## src/aotc_regs.svh

```systemverilog
`ifndef AOTC_REGS_SVH
`define AOTC_REGS_SVH
// ==========================================
// Register offsets
`define AOTC_ADDR_ENH 8'h0c
`define AOTC_ADDR_TEST 8'h0d
`define AOTC_ADDR_OFFS 8'h10
`define AOTC_ADDR_OFMT 8'h14
`define AOTC_ADDR_ODRV 8'h15
`define AOTC_ADDR_OPHS 8'h16
`define AOTC_ADDR_VREF 8'h18
// ==========================================
// Reset values
`define AOTC_RST_ENH 8'h00
`define AOTC_RST_TEST 8'h00
`define AOTC_RST_OFFS 8'h00
`define AOTC_RST_OFMT 8'h01
`define AOTC_RST_ODRV 8'h00
`define AOTC_RST_OPHS 8'h03
`define AOTC_RST_VREF 8'h04
// ==========================================
// Field positions and writable masks
`define AOTC_TEST_MODE_LSB 0
`define AOTC_TEST_RST_SHORT_BIT 4
`define AOTC_TEST_RST_LONG_BIT 5
`define AOTC_TEST_SEQ_LSB 6
`define AOTC_OFMT_TWOS_BIT 0
`define AOTC_OFMT_INV_BIT 2
`define AOTC_ENH_CHOP_BIT 2
`define AOTC_OPHS_OUT_LSB 0
`define AOTC_OPHS_IN_LSB 4
`define AOTC_OPHS_OUT_MAX 4'hb
`define AOTC_MASK_ENH 8'h04
`define AOTC_MASK_OFMT 8'h45
`define AOTC_MASK_ODRV 8'h31
`define AOTC_MASK_OPHS 8'h7f
`define AOTC_MASK_VREF 8'h07
// ==========================================
// Fixed pattern words (16-bit, left-justified sample)
`define AOTC_PAT_MID 16'h8000
`define AOTC_PAT_PFS 16'hfff0
`define AOTC_PAT_NFS 16'h0000
`define AOTC_PAT_CHK 16'haaa0
`define AOTC_PAT_SYNC 16'hfc00
`define AOTC_PAT_ONEBIT 16'h8000
`define AOTC_PAT_MIX 16'ha330
`endif

```

## src/aotc_pkg.sv

```systemverilog
`default_nettype none
package aotc_pkg;
  typedef enum logic [3:0] {
    AOTC_TM_OFF, AOTC_TM_MID, AOTC_TM_PFS, AOTC_TM_NFS, AOTC_TM_CHECKER,
    AOTC_TM_PN23, AOTC_TM_PN9, AOTC_TM_WORDTOG, AOTC_TM_USER,
    AOTC_TM_BITTOG, AOTC_TM_SYNC, AOTC_TM_ONEBIT, AOTC_TM_MIXED
  } aotc_mode_e;
  typedef enum logic [1:0] {
    AOTC_SEQ_REPEAT, AOTC_SEQ_ALT, AOTC_SEQ_ONCE, AOTC_SEQ_ALT_ONCE
  } aotc_seq_e;
  typedef logic [7:0] aotc_byte_t;
endpackage
`default_nettype wire

```

## src/aotc_prbs.sv

```systemverilog
`timescale 1ns/1ns
`default_nettype none
// Free-running pseudorandom generator; width chooses the sequence length
module aotc_prbs #(
  parameter int STAGES = 23,
  parameter int TAP = 18
) (
  input wire logic clk,
  input wire logic rst_n,
  input wire logic ce,
  input wire logic restart,
  output logic [15:0] word
);
  logic [STAGES-1:0] lfsr_ff;
  // Refuse lengths whose top sixteen stages cannot form the output word
  if (STAGES < 16 || TAP >= STAGES || TAP < 1) begin : g_bad_taps
    $error("aotc_prbs: bad taps");
  end
  // ==========================================
  // Shift register, restart to all ones start state
  always_ff @(posedge clk or negedge rst_n) begin
    if (!rst_n) begin
      lfsr_ff <= '1;
    end else if (ce) begin
      if (restart) begin
        lfsr_ff <= '1;
      end else begin
        lfsr_ff <= {lfsr_ff[STAGES-2:0], lfsr_ff[STAGES-1] ^ lfsr_ff[TAP-1]};
      end
    end
  end
  assign word = lfsr_ff[STAGES-1 -: 16];
endmodule
`default_nettype wire

```

## src/aotc_top.sv

```systemverilog
// What this block does
// Zero test mode passes conversion samples
// Codes one to four give fixed patterns
// Codes five, six give PRBS; resettable
// Codes seven to twelve give further patterns
// Sequencing field steers user pattern playback
// Output clock phase selects divider phase
// Input phase delays by programmed cycles
// Format bit picks twos complement; invert
`include "aotc_regs.svh"
`timescale 1ns/1ns
`default_nettype none
module aotc_top
  import aotc_pkg::*;
#(
  parameter int SAMPLE_W = 12,
  parameter int PHASES = 12
) (
  input wire logic clk,
  input wire logic resetn,
  input wire logic ce,
  input wire logic reg_wr,
  input wire logic [7:0] reg_addr,
  input wire logic [7:0] reg_wdata,
  output logic [7:0] reg_rdata,
  input wire logic [SAMPLE_W-1:0] adc_sample,
  input wire logic [15:0] user_pattern1,
  input wire logic [15:0] user_pattern2,
  input wire logic [PHASES-1:0] divider_phases,
  output logic out_clock,
  output logic [SAMPLE_W-1:0] out_data,
  output logic chop_enable,
  output logic [1:0] drive_termination,
  output logic drive_double,
  output logic lvds_reduced,
  output logic [2:0] vref_select,
  output logic [7:0] offset_trim_value
);
  // The format flip needs a sign bit and at least one bit below it
  if (SAMPLE_W < 2 || SAMPLE_W > 16) begin : g_bad_width
    $error("aotc_top: SAMPLE_W out of range");
  end
  if (PHASES < 12) begin : g_bad_phases
    $error("aotc_top: need 12 divider phases");
  end

  // ==========================================
  // Reset release through two flops
  logic rst_a_ff, rst_b_ff;
  always_ff @(posedge clk or negedge resetn) begin
    if (!resetn) begin
      rst_a_ff <= 1'b0;
      rst_b_ff <= 1'b0;
    end else begin
      rst_a_ff <= 1'b1;
      rst_b_ff <= rst_a_ff;
    end
  end
  wire rst_n = rst_b_ff;

  // ==========================================
  // Register file
  aotc_byte_t enh_ff, test_ff, offs_ff, ofmt_ff, odrv_ff, ophs_ff, vref_ff;
  always_ff @(posedge clk or negedge rst_n) begin
    if (!rst_n) begin
      enh_ff <= `AOTC_RST_ENH;
      test_ff <= `AOTC_RST_TEST;
      offs_ff <= `AOTC_RST_OFFS;
      ofmt_ff <= `AOTC_RST_OFMT;
      odrv_ff <= `AOTC_RST_ODRV;
      ophs_ff <= `AOTC_RST_OPHS;
      vref_ff <= `AOTC_RST_VREF;
    end else if (ce && reg_wr) begin
      if (reg_addr == `AOTC_ADDR_ENH) begin
        enh_ff <= reg_wdata & `AOTC_MASK_ENH;
      end else if (reg_addr == `AOTC_ADDR_TEST) begin
        test_ff <= reg_wdata;
      end else if (reg_addr == `AOTC_ADDR_OFFS) begin
        offs_ff <= reg_wdata;
      end else if (reg_addr == `AOTC_ADDR_OFMT) begin
        ofmt_ff <= reg_wdata & `AOTC_MASK_OFMT;
      end else if (reg_addr == `AOTC_ADDR_ODRV) begin
        odrv_ff <= reg_wdata & `AOTC_MASK_ODRV;
      end else if (reg_addr == `AOTC_ADDR_OPHS) begin
        ophs_ff <= reg_wdata & `AOTC_MASK_OPHS;
      end else if (reg_addr == `AOTC_ADDR_VREF) begin
        vref_ff <= reg_wdata & `AOTC_MASK_VREF;
      end
    end
  end

  // Read mux; unmapped addresses read zero
  always_comb begin
    if (reg_addr == `AOTC_ADDR_ENH) begin
      reg_rdata = enh_ff;
    end else if (reg_addr == `AOTC_ADDR_TEST) begin
      reg_rdata = test_ff;
    end else if (reg_addr == `AOTC_ADDR_OFFS) begin
      reg_rdata = offs_ff;
    end else if (reg_addr == `AOTC_ADDR_OFMT) begin
      reg_rdata = ofmt_ff;
    end else if (reg_addr == `AOTC_ADDR_ODRV) begin
      reg_rdata = odrv_ff;
    end else if (reg_addr == `AOTC_ADDR_OPHS) begin
      reg_rdata = ophs_ff;
    end else if (reg_addr == `AOTC_ADDR_VREF) begin
      reg_rdata = vref_ff;
    end else begin
      reg_rdata = 8'h00;
    end
  end

  // Static configuration straight from the registers
  assign chop_enable = enh_ff[`AOTC_ENH_CHOP_BIT];
  assign drive_termination = odrv_ff[5:4];
  assign drive_double = odrv_ff[0];
  assign lvds_reduced = ofmt_ff[6];
  assign vref_select = vref_ff[2:0];
  assign offset_trim_value = offs_ff;

  wire [3:0] mode = test_ff[3:0];
  wire [1:0] seq = test_ff[7:6];
  wire twos = ofmt_ff[`AOTC_OFMT_TWOS_BIT];
  wire invert = ofmt_ff[`AOTC_OFMT_INV_BIT];
  wire [3:0] out_phase = ophs_ff[3:0];
  wire [2:0] in_phase = ophs_ff[6:4];

  // ==========================================
  // Pseudorandom generators; reset bits hold them at start state
  logic [15:0] pn_long, pn_short;
  aotc_prbs #(.STAGES(23), .TAP(18)) u_pn_long (
    .clk(clk), .rst_n(rst_n), .ce(ce),
    .restart(test_ff[`AOTC_TEST_RST_LONG_BIT]), .word(pn_long)
  );
  aotc_prbs #(.STAGES(19), .TAP(14)) u_pn_short (
    .clk(clk), .rst_n(rst_n), .ce(ce),
    .restart(test_ff[`AOTC_TEST_RST_SHORT_BIT]), .word(pn_short)
  );

  // ==========================================
  // Toggle phase and user pattern sequencer
  logic tog_ff, user_sel_ff, user_done_ff;
  always_ff @(posedge clk or negedge rst_n) begin
    if (!rst_n) begin
      tog_ff <= 1'b0;
      user_sel_ff <= 1'b0;
      user_done_ff <= 1'b0;
    end else if (ce) begin
      tog_ff <= ~tog_ff;
      if (mode != 4'(AOTC_TM_USER)) begin
        user_sel_ff <= 1'b0; // Restart playback on re-entry
        user_done_ff <= 1'b0;
      end else if (!user_done_ff) begin
        case (aotc_seq_e'(seq))
          AOTC_SEQ_REPEAT: user_sel_ff <= 1'b0;
          AOTC_SEQ_ALT: user_sel_ff <= ~user_sel_ff;
          AOTC_SEQ_ONCE: user_done_ff <= 1'b1;
          AOTC_SEQ_ALT_ONCE: begin
            user_sel_ff <= ~user_sel_ff;
            if (user_sel_ff) user_done_ff <= 1'b1;
          end
          default: user_sel_ff <= 1'b0;
        endcase
      end
    end
  end

  // User word; after a single-shot run the line idles at zero
  function automatic logic [15:0] user_word(input logic done, input logic sel,
                                            input logic [15:0] p1, input logic [15:0] p2);
    if (done) return 16'h0000;
    return sel ? p2 : p1;
  endfunction

  // ==========================================
  // Pattern select; normal data when mode is zero
  logic [15:0] pat;
  logic use_sample;
  always_comb begin
    use_sample = 1'b0;
    pat = 16'h0000;
    case (aotc_mode_e'(mode))
      AOTC_TM_OFF: use_sample = 1'b1;
      AOTC_TM_MID: pat = `AOTC_PAT_MID;
      AOTC_TM_PFS: pat = `AOTC_PAT_PFS;
      AOTC_TM_NFS: pat = `AOTC_PAT_NFS;
      AOTC_TM_CHECKER: pat = tog_ff ? ~`AOTC_PAT_CHK : `AOTC_PAT_CHK;
      AOTC_TM_PN23: pat = pn_long;
      AOTC_TM_PN9: pat = pn_short;
      AOTC_TM_WORDTOG: pat = tog_ff ? 16'hffff : 16'h0000;
      AOTC_TM_USER: pat = user_word(user_done_ff, user_sel_ff, user_pattern1, user_pattern2);
      AOTC_TM_BITTOG: pat = tog_ff ? 16'h5555 : 16'haaaa;
      AOTC_TM_SYNC: pat = `AOTC_PAT_SYNC;
      AOTC_TM_ONEBIT: pat = `AOTC_PAT_ONEBIT;
      AOTC_TM_MIXED: pat = `AOTC_PAT_MIX;
      default: use_sample = 1'b1; // Reserved codes fall back to samples
    endcase
  end

  // ==========================================
  // Input phase delay line, up to seven cycles
  logic [SAMPLE_W-1:0] dly_ff [8];
  always_ff @(posedge clk or negedge rst_n) begin
    if (!rst_n) begin
      for (int i = 0; i < 8; i++) dly_ff[i] <= '0;
    end else if (ce) begin
      dly_ff[0] <= adc_sample;
      for (int i = 1; i < 8; i++) dly_ff[i] <= dly_ff[i-1];
    end
  end
  // Value zero takes the undelayed sample
  wire [SAMPLE_W-1:0] delayed = (in_phase == 3'd0) ? adc_sample : dly_ff[in_phase - 3'd1];

  // ==========================================
  // Output word: format, invert, registered
  always_ff @(posedge clk or negedge rst_n) begin
    if (!rst_n) begin
      out_data <= '0;
    end else if (ce) begin
      if (use_sample) begin
        out_data <= (delayed ^ {twos, {(SAMPLE_W-1){1'b0}}}) ^ {SAMPLE_W{invert}};
      end else begin
        out_data <= pat[15 -: SAMPLE_W] ^ {SAMPLE_W{invert}};
      end
    end
  end

  // ==========================================
  // Output clock phase pick; codes above 11 clamp so the clock keeps running outside reset
  wire [3:0] ph_idx = (out_phase > `AOTC_OPHS_OUT_MAX) ? `AOTC_OPHS_OUT_MAX : out_phase;
  assign out_clock = rst_n & divider_phases[ph_idx];
endmodule
`default_nettype wire

```

## config.mk

```make
export PLATFORM = sky130hd
export DESIGN_NAME = aotc_top
export DESIGN_NICKNAME = d
export VERILOG_FILES = /design/src/aotc_pkg.sv /design/src/aotc_prbs.sv /design/src/aotc_top.sv
export VERILOG_INCLUDE_DIRS = /design/src
export SDC_FILE = /design/constraint.sdc
export NUM_CORES = 1
export LEC_CHECK = 0
export BUFFER_PORTS_ARGS = -buffer_cell sky130_fd_sc_hd__buf_2
export CAP_MARGIN = 25
export CORE_MARGIN = 4
export CORE_UTILIZATION = 25
export DETAILED_ROUTE_END_ITERATION = 8
export PLACE_DENSITY_LB_ADDON = 0.12
export SETUP_SLACK_MARGIN = 0.2
export SYNTH_ARGS = -nofsm -noshare
export SYNTH_HDL_FRONTEND = slang
export SYNTH_SLANG_ARGS = --single-unit
```

## constraint.sdc

```tcl
create_clock -name clk -period 9.4 [get_ports clk]
set_input_delay 1.88 -clock clk [delete_from_list [all_inputs] [get_ports clk]]
set_output_delay 1.88 -clock clk [all_outputs]
set_load 0.05 [all_outputs]
```

==> results of run 1 <==
metal layers:
layer | GRT usage [%] | wire, um | part of all wire, %
met4 | 3.44 | 398 | 1.6
met3 | 2.51 | 551 | 2.2
met1 | 17.1 | 12100 | 49
met5 | 0 | 0 | 0
met2 | 20.0 | 11900 | 48
cell usage in the layout (no fill, tap or decap), types with 16 or more instances in the layout:
master / instances
a22oi_1: 17
mux2i_1: 27
nor2_1: 102
nand2_1: 19
dfstp_2: 46
a21oi_1: 48
mux2_2: 138
dfrtp_1: 141
clkbuf_16: 17
buf_2: 103
a211oi_1: 16
per-stage QoR:
step	instance area, um^2	setup slack [ps]	power (mW)
floorplan	9480	2310	1.45
global placement	10400	3650	1.58
detailed placement	10400	3650	1.58
CTS	11000	3630	2.31
global route	11000	3450	2.41
finish	11000	3560	2.27
worst reg2reg max path: stages (launching register included):
cell      delay (ps)
dfrtp_1          370
buf_4            460
inv_1            140
ha_1             300
buf_4            350
mux4_2           290
mux2i_1           70
a211oi_1         660
nor3b_2          110
xnor2_1          150
mux2_2           280
synthesized netlist by cell type, types with 3 or more instances:
library cell  count
dfrtp_1         142
mux2_2          138
nor2_1          102
a21oi_1          48
dfstp_2          46
clkbuf_1         36
mux2i_1          27
nand2_1          19
a22oi_1          17
a211oi_1         16
mux4_2           14
o22ai_1          13
inv_1            12
o21ai_0          12
mux4_1           11
nor3_1           11
xnor2_1          11
buf_2             9
nand2b_1          9
nor2b_1           7
nor3b_2           7
nand3_1           5
o22a_1            5
xor2_1            5
buf_1             4
buf_4             4
and3_1            3
buf_6             3
nor4_1            3
o32ai_1           3
kinds of logic after synthesis:
family | after synthesis
multiplexers | 191
flip-flops | 188
AND/OR/NAND/NOR | 185
AO/OA/AOI/OAI | 131
buffers and inverters | 69
XOR/XNOR | 16
adder cells (fa/ha/maj) | 2
other | 1
report_power, final:
part,internal (mW),switching (mW)
clock network,0.350,0.361
logic,0.228,0.213
registers,0.996,0.118
how the worst max path moves through the flow:
stage / cells after the start / slack (ps) / endpoint
after floorplan: 1 / 2310 / out_clock
after global placement: 7 / 3650 / reg_rdata[0]
after detailed placement: 7 / 3650 / reg_rdata[0]
after CTS: 7 / 3630 / reg_rdata[0]
after global routing: 7 / 3450 / reg_rdata[0]
final: 7 / 3560 / reg_rdata[0]
sequential cells by signal, indices dropped and copies added, names as in the netlist:
signal              flops
u_pn_short.lfsr_ff     19
user_sel_ff             1
offset_trim_value       8
rst_a_ff                1
dly_ff                 96
odrv_ff                 3
enh_ff                  1
user_done_ff            1
test_ff                 8
out_data               12
u_pn_long.lfsr_ff      23
rst_b_ff                1
ofmt_ff                 3
vref_ff                 3
ophs_ff                 7
tog_ff                  1
final cells by class:
class                           instances  area share [%]
Sequential cell                       188            43.4
Multi-Input combinational cell        526            40.0
Tap cell                              511            5.82
Timing Repair Buffer                  112            5.34
Clock buffer                           17            3.87
Clock inverter                         14            1.20
Inverter                               12           0.410
==> impl_metrics.py, run 1 <==
metrics = {
    "run_status": {
        "status": "finished clean",
    },
    "global_routing": {
        "grt_pass1_wl_um": 40000,
        "grt_start_max_net_pins": 118,
        "grt_pass1_vias": 6728,
        "antenna_found_initial": 0,
        "grt_use_total_pct": 12.4,
        "gr-total-overflow": 0,
    },
    "timing": {
        "worst_pin_slew_ps": 1060,
        "max-slew-margin-rel_pct": 29.3,
        "finalHoldViolations": 0,
        "setup_violations": 0,
        "rsz0062_at_grt": "false",
        "whs_ps": 205,
        "maxSlewViolCount": 0,
        "fin_crit_ps": 5840,
        "fmax_mhz": 171,
        "skew_ps": 19.3,
        "fin_tns_setup_ps": 0,
        "fin_crit_sh_pct": 62.1,
    },
    "hold_path": {
        "hold_class": "reg -> async",
    },
    "floorplanning": {
        "io_pins": 113,
        "die_w_um": 203,
        "die_h_um": 203,
        "start_util_pct": 25.3,
        "dieArea_um2": 41100,
        "rows": 71,
        "core_um2": 37500,
    },
    "clock_tree": {
        "cts_setup_buffers": 0,
        "clk_path_buf_depth": 2,
        "cts_resized": 0,
        "clock_latency_ps": 450,
        "numCtsBuffers": 17,
        "postCtsHoldBufs": 0,
        "clk_pin_slew_ps": 80,
        "numClockSinks": 188,
        "root_buffer": "clkbuf_16",
        "cts_tree": "yes",
        "htreeDepth": 4,
    },
    "worst_setup_path": {
        "cp_cell_sequence": "buf_2 -> nor3_1 -> nand3b_1 -> nor2b_1 -> a2bb2oi_1 -> nor3_1 -> buf_2",
        "crit_slowest_cell": "nor3_1",
        "critPathRequiredTime_ps": 7520,
        "cp_max_fo": 6,
        "worstReg2RegEnd": "out_data[10]",
        "r2r-start": "ophs_ff[4]",
        "reg2reg_slack_ps": 6130,
        "cp_top_family": "simple AND/OR/NAND/NOR gates",
        "slowest_delay_ps": 730,
        "crit_start": "reg_addr[7]",
        "critPathLaunchType": "input pin",
        "critPathBufInv": 2,
        "reg2reg_depth": 10,
        "crit_path_end_kind": "output port",
        "arrival_ps": 3960,
        "critical_path_class": "in -> out",
    },
    "synth": {
        "avgSynthCellArea_um2": 12.1,
        "synth_top_family_by_area": "multiplexers",
        "synth-xor-area-share_pct": 1.48,
        "synth.cell_area_um2": 9480,
        "synthArstFlopShare_pct": 100,
        "seq_area_frac_synth_pct": 50.2,
        "synth_edf_count": 0,
        "synthSimpleGateAreaFrac_pct": 9.72,
        "synth_area_leaders": "dfrtp_1 (37%), mux2_2 (16%), dfstp_2 (13%), nor2_1 (4.0%), mux4_2 (3.3%)",
        "syn_nets": 861,
        "synthMuxAreaShare_pct": 25.8,
        "synth_top_cell_by_area": "dfrtp_1",
        "synth-compound-area-share_pct": 9.06,
        "yosys.area.top_type_share_pct": 37.5,
        "synth_ff_type": "dfrtp_1",
        "ys_warn_count": 0,
        "yosysUniqueCellTypes": 62,
        "synth-adder-area-share_pct": 0.264,
        "synth_seq_cells": 188,
        "synth_cells": 783,
    },
    "layout": {
        "drive_gt1_share_pct": 41.3,
        "diodes": 0,
        "fillers": 3929,
        "num-nets-final": 935,
        "area_growth_pct": 16.0,
        "multi_input_area_um2": 4400,
        "post-route-util_pct": 29.3,
        "seq_area_um2": 4770,
        "stdcell_count": 1380,
    },
    "place": {
        "port_buffers": 104,
        "place.gp.congestion": 0.774,
        "post-place-cells": 1349,
        "dpl.hpwl_um": 16700,
    },
    "detailed_routing": {
        "dr.pass1.iters": 4,
        "num_vias": 6353,
        "routed_wl_um": 24900,
        "drtAntennaViolNets": 0,
        "routedWlPerCell_um": 18.1,
        "drtIter0Drc": 435,
        "drcViolationCount": 0,
        "vias_per_cell": 4.60,
    },
    "power": {
        "ir_drop_mv": 0.130,
        "leakagePower_nw": 4.59,
        "p_per_area_nw_per_um2": 206,
    },
    "job": {
        "maxCapViolations": 0,
    },
}
(Power assumes the default switching activity.)
==> run 2: changes to the inputs <==
- clock period: 9.4 -> 5.1 ns (I/O delays scaled with it)
==> run 2 against run 1 <==
Die area did not move; clock-buffer cell count up 2; sequential share of layout area fell by 0.20 points; routed wire length decreased by 1.0%; sequential power up 85%; combinational power is 85% higher; critical endpoint unchanged.
==> impl_metrics.py, run 2 (synthesized netlist as in run 1, its figures left out) <==
metrics = {
    "run_status": {
        "status": "finished clean",
    },
    "timing": {
        "worst_pin_slew_ps": 995,
        "layout_setup_ws_ps": 1250,
        "fin_tns_setup_ps": 0,
        "max-slew-margin-rel_pct": 33.6,
        "fmax_mhz": 259,
        "rsz0062_at_grt": "false",
        "setup_violations": 0,
        "maxSlewViolCount": 0,
        "fin_crit_sh_pct": 75.6,
        "finalHoldViolations": 0,
        "whs_ps": 351,
        "fin_crit_ps": 3850,
        "skew_ps": 13.6,
    },
    "layout": {
        "top_register": "dly_ff",
        "post-route-util_pct": 29.5,
        "drive_gt1_share_pct": 41.4,
        "reg_top3": "dly_ff x96, u_pn_long.lfsr_ff x23, u_pn_short.lfsr_ff x19",
        "largest_reg_flops": 96,
        "final_common_cell": "dfrtp_1",
        "area_growth_pct": 16.5,
        "num-nets-final": 937,
        "diodes": 0,
        "fillers": 3952,
        "most-common-layout-cells": "dfrtp_1 (141), mux2_2 (138), buf_2 (103)",
        "stdcell_count": 1382,
    },
    "power": {
        "p_per_area_nw_per_um2": 382,
        "ir_drop_mv": 0.225,
        "leakagePower_nw": 4.62,
    },
    "global_routing": {
        "gr-total-overflow": 0,
        "grt_pass1_vias": 6485,
        "grt_start_max_net_pins": 103,
        "grt_use_total_pct": 12.1,
        "grt_pass1_wl_um": 39100,
        "antenna_found_initial": 0,
    },
    "clock_tree": {
        "postCtsHoldBufs": 0,
        "cts_tree": "yes",
        "htreeDepth": 4,
        "cts_resized": 0,
        "numClockSinks": 188,
        "clk_path_buf_depth": 2,
        "numCtsBuffers": 17,
        "root_buffer": "clkbuf_16",
        "clock_latency_ps": 430,
        "clk_pin_slew_ps": 60,
        "cts_setup_buffers": 0,
    },
    "detailed_routing": {
        "vias_per_cell": 4.56,
        "routedWlPerCell_um": 17.9,
        "drcViolationCount": 0,
        "drtIter0Drc": 323,
        "drtAntennaViolNets": 0,
        "routed_wl_um": 24700,
        "dr.pass1.iters": 5,
        "num_vias": 6296,
    },
    "floorplanning": {
        "core_um2": 37500,
        "die_w_um": 203,
        "die_h_um": 203,
        "dieArea_um2": 41100,
        "io_pins": 113,
        "start_util_pct": 25.3,
        "rows": 71,
    },
    "place": {
        "port_buffers": 104,
        "post-place-cells": 1350,
        "place_ws_ps": 1270,
        "dpl.hpwl_um": 16900,
        "place.gp.congestion": 0.763,
    },
    "worst_setup_path": {
        "crit_path_end_kind": "output port",
        "critPathLaunchType": "input pin",
        "cp_max_fo": 12,
        "arrival_ps": 2830,
        "critPathRequiredTime_ps": 4080,
        "critical_path_class": "in -> out",
    },
    "hold_path": {
        "hold_class": "reg -> reg",
    },
    "job": {
        "maxCapViolations": 0,
    },
}
-- run 2: cell types whose count changed in the layout (fill, tap and decap cells not counted), sizes merged --
cell | before | now
inv | 20 | 16
clkinv | 3 | 5
clkinvlp | 3 | 1
bufinv | 0 | 2
buf | 112 | 114
clkbuf | 17 | 19
-- run 2: metrics by stage --
stage / cell area [um^2] / total power [mW]
finish: 11000 / 4.22
global route: 11000 / 4.47
CTS: 11000 / 4.30
detailed placement: 10500 / 2.91
global placement: 10500 / 2.91
floorplan: 9480 / 2.67
-- run 2: layout make-up --
cell class	instances	area, um^2	share of cell area [%]
clock inverter	12	138	1.25
sequential	188	4770	43.2
clock buffer	19	443	4.01
multi-input combinational	526	4400	39.8
inverter	12	45.0	0.408
timing repair buffer	114	614	5.56
tap	511	639	5.79
-- run 2: power breakdown --
part           switching, mW  total, mW  internal [mW]
combinational          0.394      0.816          0.421
sequential             0.213       2.05           1.84
clock                  0.609       1.35          0.741
-- run 2: path summary, 6_finish.rpt --
kind	from	endpoint	slack (ps)	depth (start not counted)
worst min register to register	rst_a_ff	rst_b_ff	350	0
max in group asynchronous	rst_b_ff	user_sel_ff	3170	2
worst min-delay path	rst_a_ff	rst_b_ff	350	0
worst max register to register	ophs_ff[5]	out_data[3]	2070	9
worst max-delay path	reg_addr[2]	reg_rdata[0]	1250	8
min in group asynchronous	resetn	rst_b_ff	370	1
-- run 2: worst max-delay path: stages --
cell and delay [ps]:
buf_2 220, nor2b_1 200, nand2_1 110, nor3_1 570, a21oi_1 90, a2bb2oi_1 160, nor3_1 160, buf_2 300
-- run 2: layer usage --
metal  wire, um  share of wire, %  up-vias  global-route usage, %
li1           -                 -     3007                      -
met5          0                 0        -                      0
met2      11800                48       86                   19.6
met3        652               2.6       12                   2.09
met1      12000                49     3191                   17.1
met4        190              0.77        0                   2.64
==> run 3: changes to the inputs <==
- clock period: 5.1 -> 3.5 ns (I/O delays scaled with it)
==> run 3 against run 2 <==
Flip-flop and latch count unchanged; utilization rose by 0.31 points; total power up 47%; routed wire length up 0.71%; die area unchanged; largest cell class unchanged.
==> impl_metrics.py, run 3 (synthesized netlist as in run 1, its figures left out) <==
metrics = {
    "power": {
        "leakagePower_nw": 4.70,
        "p_total_mw": 6.18,
        "clkPwrFrac_pct": 32.3,
        "p_per_area_nw_per_um2": 554,
        "switchingPower_mw": 1.82,
        "pwr-share-comb_pct": 19.6,
        "intPower_mw": 4.36,
        "sequentialPowerShare_pct": 48.1,
        "ir_drop_mv": 0.373,
        "swShare_pct": 29.4,
    },
    "detailed_routing": {
        "routed_wl_um": 24900,
        "drcViolationCount": 0,
        "routedWlPerCell_um": 17.8,
        "dr.pass1.iters": 4,
        "drtIter0Drc": 382,
        "num_vias": 6436,
        "vias_per_cell": 4.61,
        "drtAntennaViolNets": 0,
    },
    "place": {
        "place_ws_ps": 561,
        "post-place-cells": 1363,
        "dpl.hpwl_um": 17100,
        "port_buffers": 104,
        "place.gp.congestion": 0.780,
    },
    "clock_tree": {
        "root_buffer": "clkbuf_16",
        "cts_setup_buffers": 0,
        "clock_latency_ps": 450,
        "htreeDepth": 4,
        "clk_path_buf_depth": 2,
        "numClockSinks": 188,
        "clk_pin_slew_ps": 70,
        "cts_resized": 0,
        "numCtsBuffers": 17,
        "postCtsHoldBufs": 1,
        "cts_tree": "yes",
    },
    "worst_setup_path": {
        "reg2reg_slack_ps": 550,
        "reg2reg_depth": 9,
        "crit_start": "ophs_ff[4]",
        "critPathLaunchType": "flop",
        "crit_end": "reg_rdata[4]",
        "worstReg2RegEnd": "out_data[6]",
        "r2r-start": "ophs_ff[5]",
        "crit_slowest_cell": "buf_4",
        "critPathRequiredTime_ps": 2800,
        "slowest_delay_ps": 450,
        "critical_path_class": "reg -> out",
        "arrival_ps": 2370,
        "cp_max_fo": 26,
        "cp_cell_sequence": "buf_4 -> nand2_1 -> o32ai_1 -> a22oi_1 -> nor2_1 -> buf_2",
        "crit_path_end_kind": "output port",
    },
    "floorplanning": {
        "io_pins": 113,
        "dieArea_um2": 41100,
        "die_w_um": 203,
        "rows": 71,
        "start_util_pct": 25.3,
        "core_um2": 37500,
        "die_h_um": 203,
    },
    "global_routing": {
        "grt_start_max_net_pins": 130,
        "gr-total-overflow": 0,
        "grt_use_total_pct": 12.4,
        "antenna_found_initial": 1,
        "grt_pass1_vias": 6650,
        "grt_pass1_wl_um": 39800,
    },
    "timing": {
        "layout_setup_ws_ps": 426,
        "worst_pin_slew_ps": 827,
        "setup_violations": 0,
        "skew_ps": 10.9,
        "fin_crit_sh_pct": 87.8,
        "fmax_mhz": 325,
        "fin_tns_setup_ps": 0,
        "max-slew-margin-rel_pct": 44.9,
        "finalHoldViolations": 0,
        "rsz0062_at_grt": "false",
        "maxSlewViolCount": 0,
        "fin_crit_ps": 3070,
    },
    "layout": {
        "top_register": "dly_ff",
        "diodes": 0,
        "most-common-layout-cells": "dfrtp_1 (141), mux2_2 (138), buf_2 (103)",
        "final_common_cell": "dfrtp_1",
        "area_growth_pct": 17.7,
        "stdcell_count": 1396,
        "largest_reg_flops": 96,
        "reg_top3": "dly_ff x96, u_pn_long.lfsr_ff x23, u_pn_short.lfsr_ff x19",
        "num-nets-final": 950,
        "drive_gt1_share_pct": 42.5,
        "seq_area_um2": 4770,
        "fillers": 3980,
        "multi_input_area_um2": 4400,
    },
    "run_status": {
        "status": "finished clean",
    },
    "hold_path": {
        "hold_class": "reg -> reg",
    },
    "job": {
        "maxCapViolations": 0,
    },
}
## run 3: changes by cell type in the layout (fill, tap and decap cells not counted), sizes merged
cell	previous run	this run
clkbuf	19	17
dlygate4sd3	0	1
clkinv	5	7
clkinvlp	1	2
buf	114	126
## run 3: layer usage
| layer | share of wire, % | track usage (%) | vias up |
|---|---|---|---|
| met2 | 47 | 19.4 | 109 |
| met5 | 0 | 0 | - |
| met1 | 49 | 17.7 | 3266 |
| li1 | - | - | 3046 |
| met4 | 1.0 | 2.89 | 0 |
| met3 | 3.6 | 2.52 | 15 |
## run 3: worst max-delay path: cells and delay by family, from the launching register on
kind | cells | cell delay, ps
AND/OR/NAND/NOR | 2 | 250
buffers and inverters | 2 | 740
flip-flops | 1 | 350
AO/OA/AOI/OAI | 2 | 580
## run 3: worst min-delay path by stage
| stage | cells after the start | end | startpoint |
|---|---|---|---|
| after floorplan | 0 | rst_b_ff | rst_a_ff |
| after global placement | 0 | rst_b_ff | rst_a_ff |
| after detailed placement | 0 | rst_b_ff | rst_a_ff |
| after CTS | 0 | rst_b_ff | rst_a_ff |
| after global routing | 0 | rst_b_ff | rst_a_ff |
| final | 0 | rst_b_ff | rst_a_ff |
## run 3: final cells by class
class	instances	share of cell area, %
clock buffer	17	3.81
clock inverter	15	1.48
inverter	12	0.404
multi-input combinational	526	39.5
sequential	188	42.7
tap	511	5.73
timing repair buffer	127	6.40
## run 3: power groups by stage
| stage | clock [mW] | sequential (mW) | combinational (mW) |
|---|---|---|---|
| 2_1_floorplan | 0 | 3.07 | 0.825 |
| 3_3_place_gp | 0 | 3.02 | 1.22 |
| 3_5_place_dp | 0 | 3.02 | 1.24 |
| 6_report | 2.00 | 2.97 | 1.21 |
| 4_1_cts | 2.08 | 2.98 | 1.24 |
| 5_1_grt | 2.18 | 3.05 | 1.34 |
## run 3: stage by stage
stage	util, %	hold slack [ps]	area, um^2
detailed placement	28.2	336	10600
finish	29.8	350	11200
floorplan	-	331	9490
CTS	29.8	353	11200
global route	29.8	373	11200
global placement	28.2	331	10600
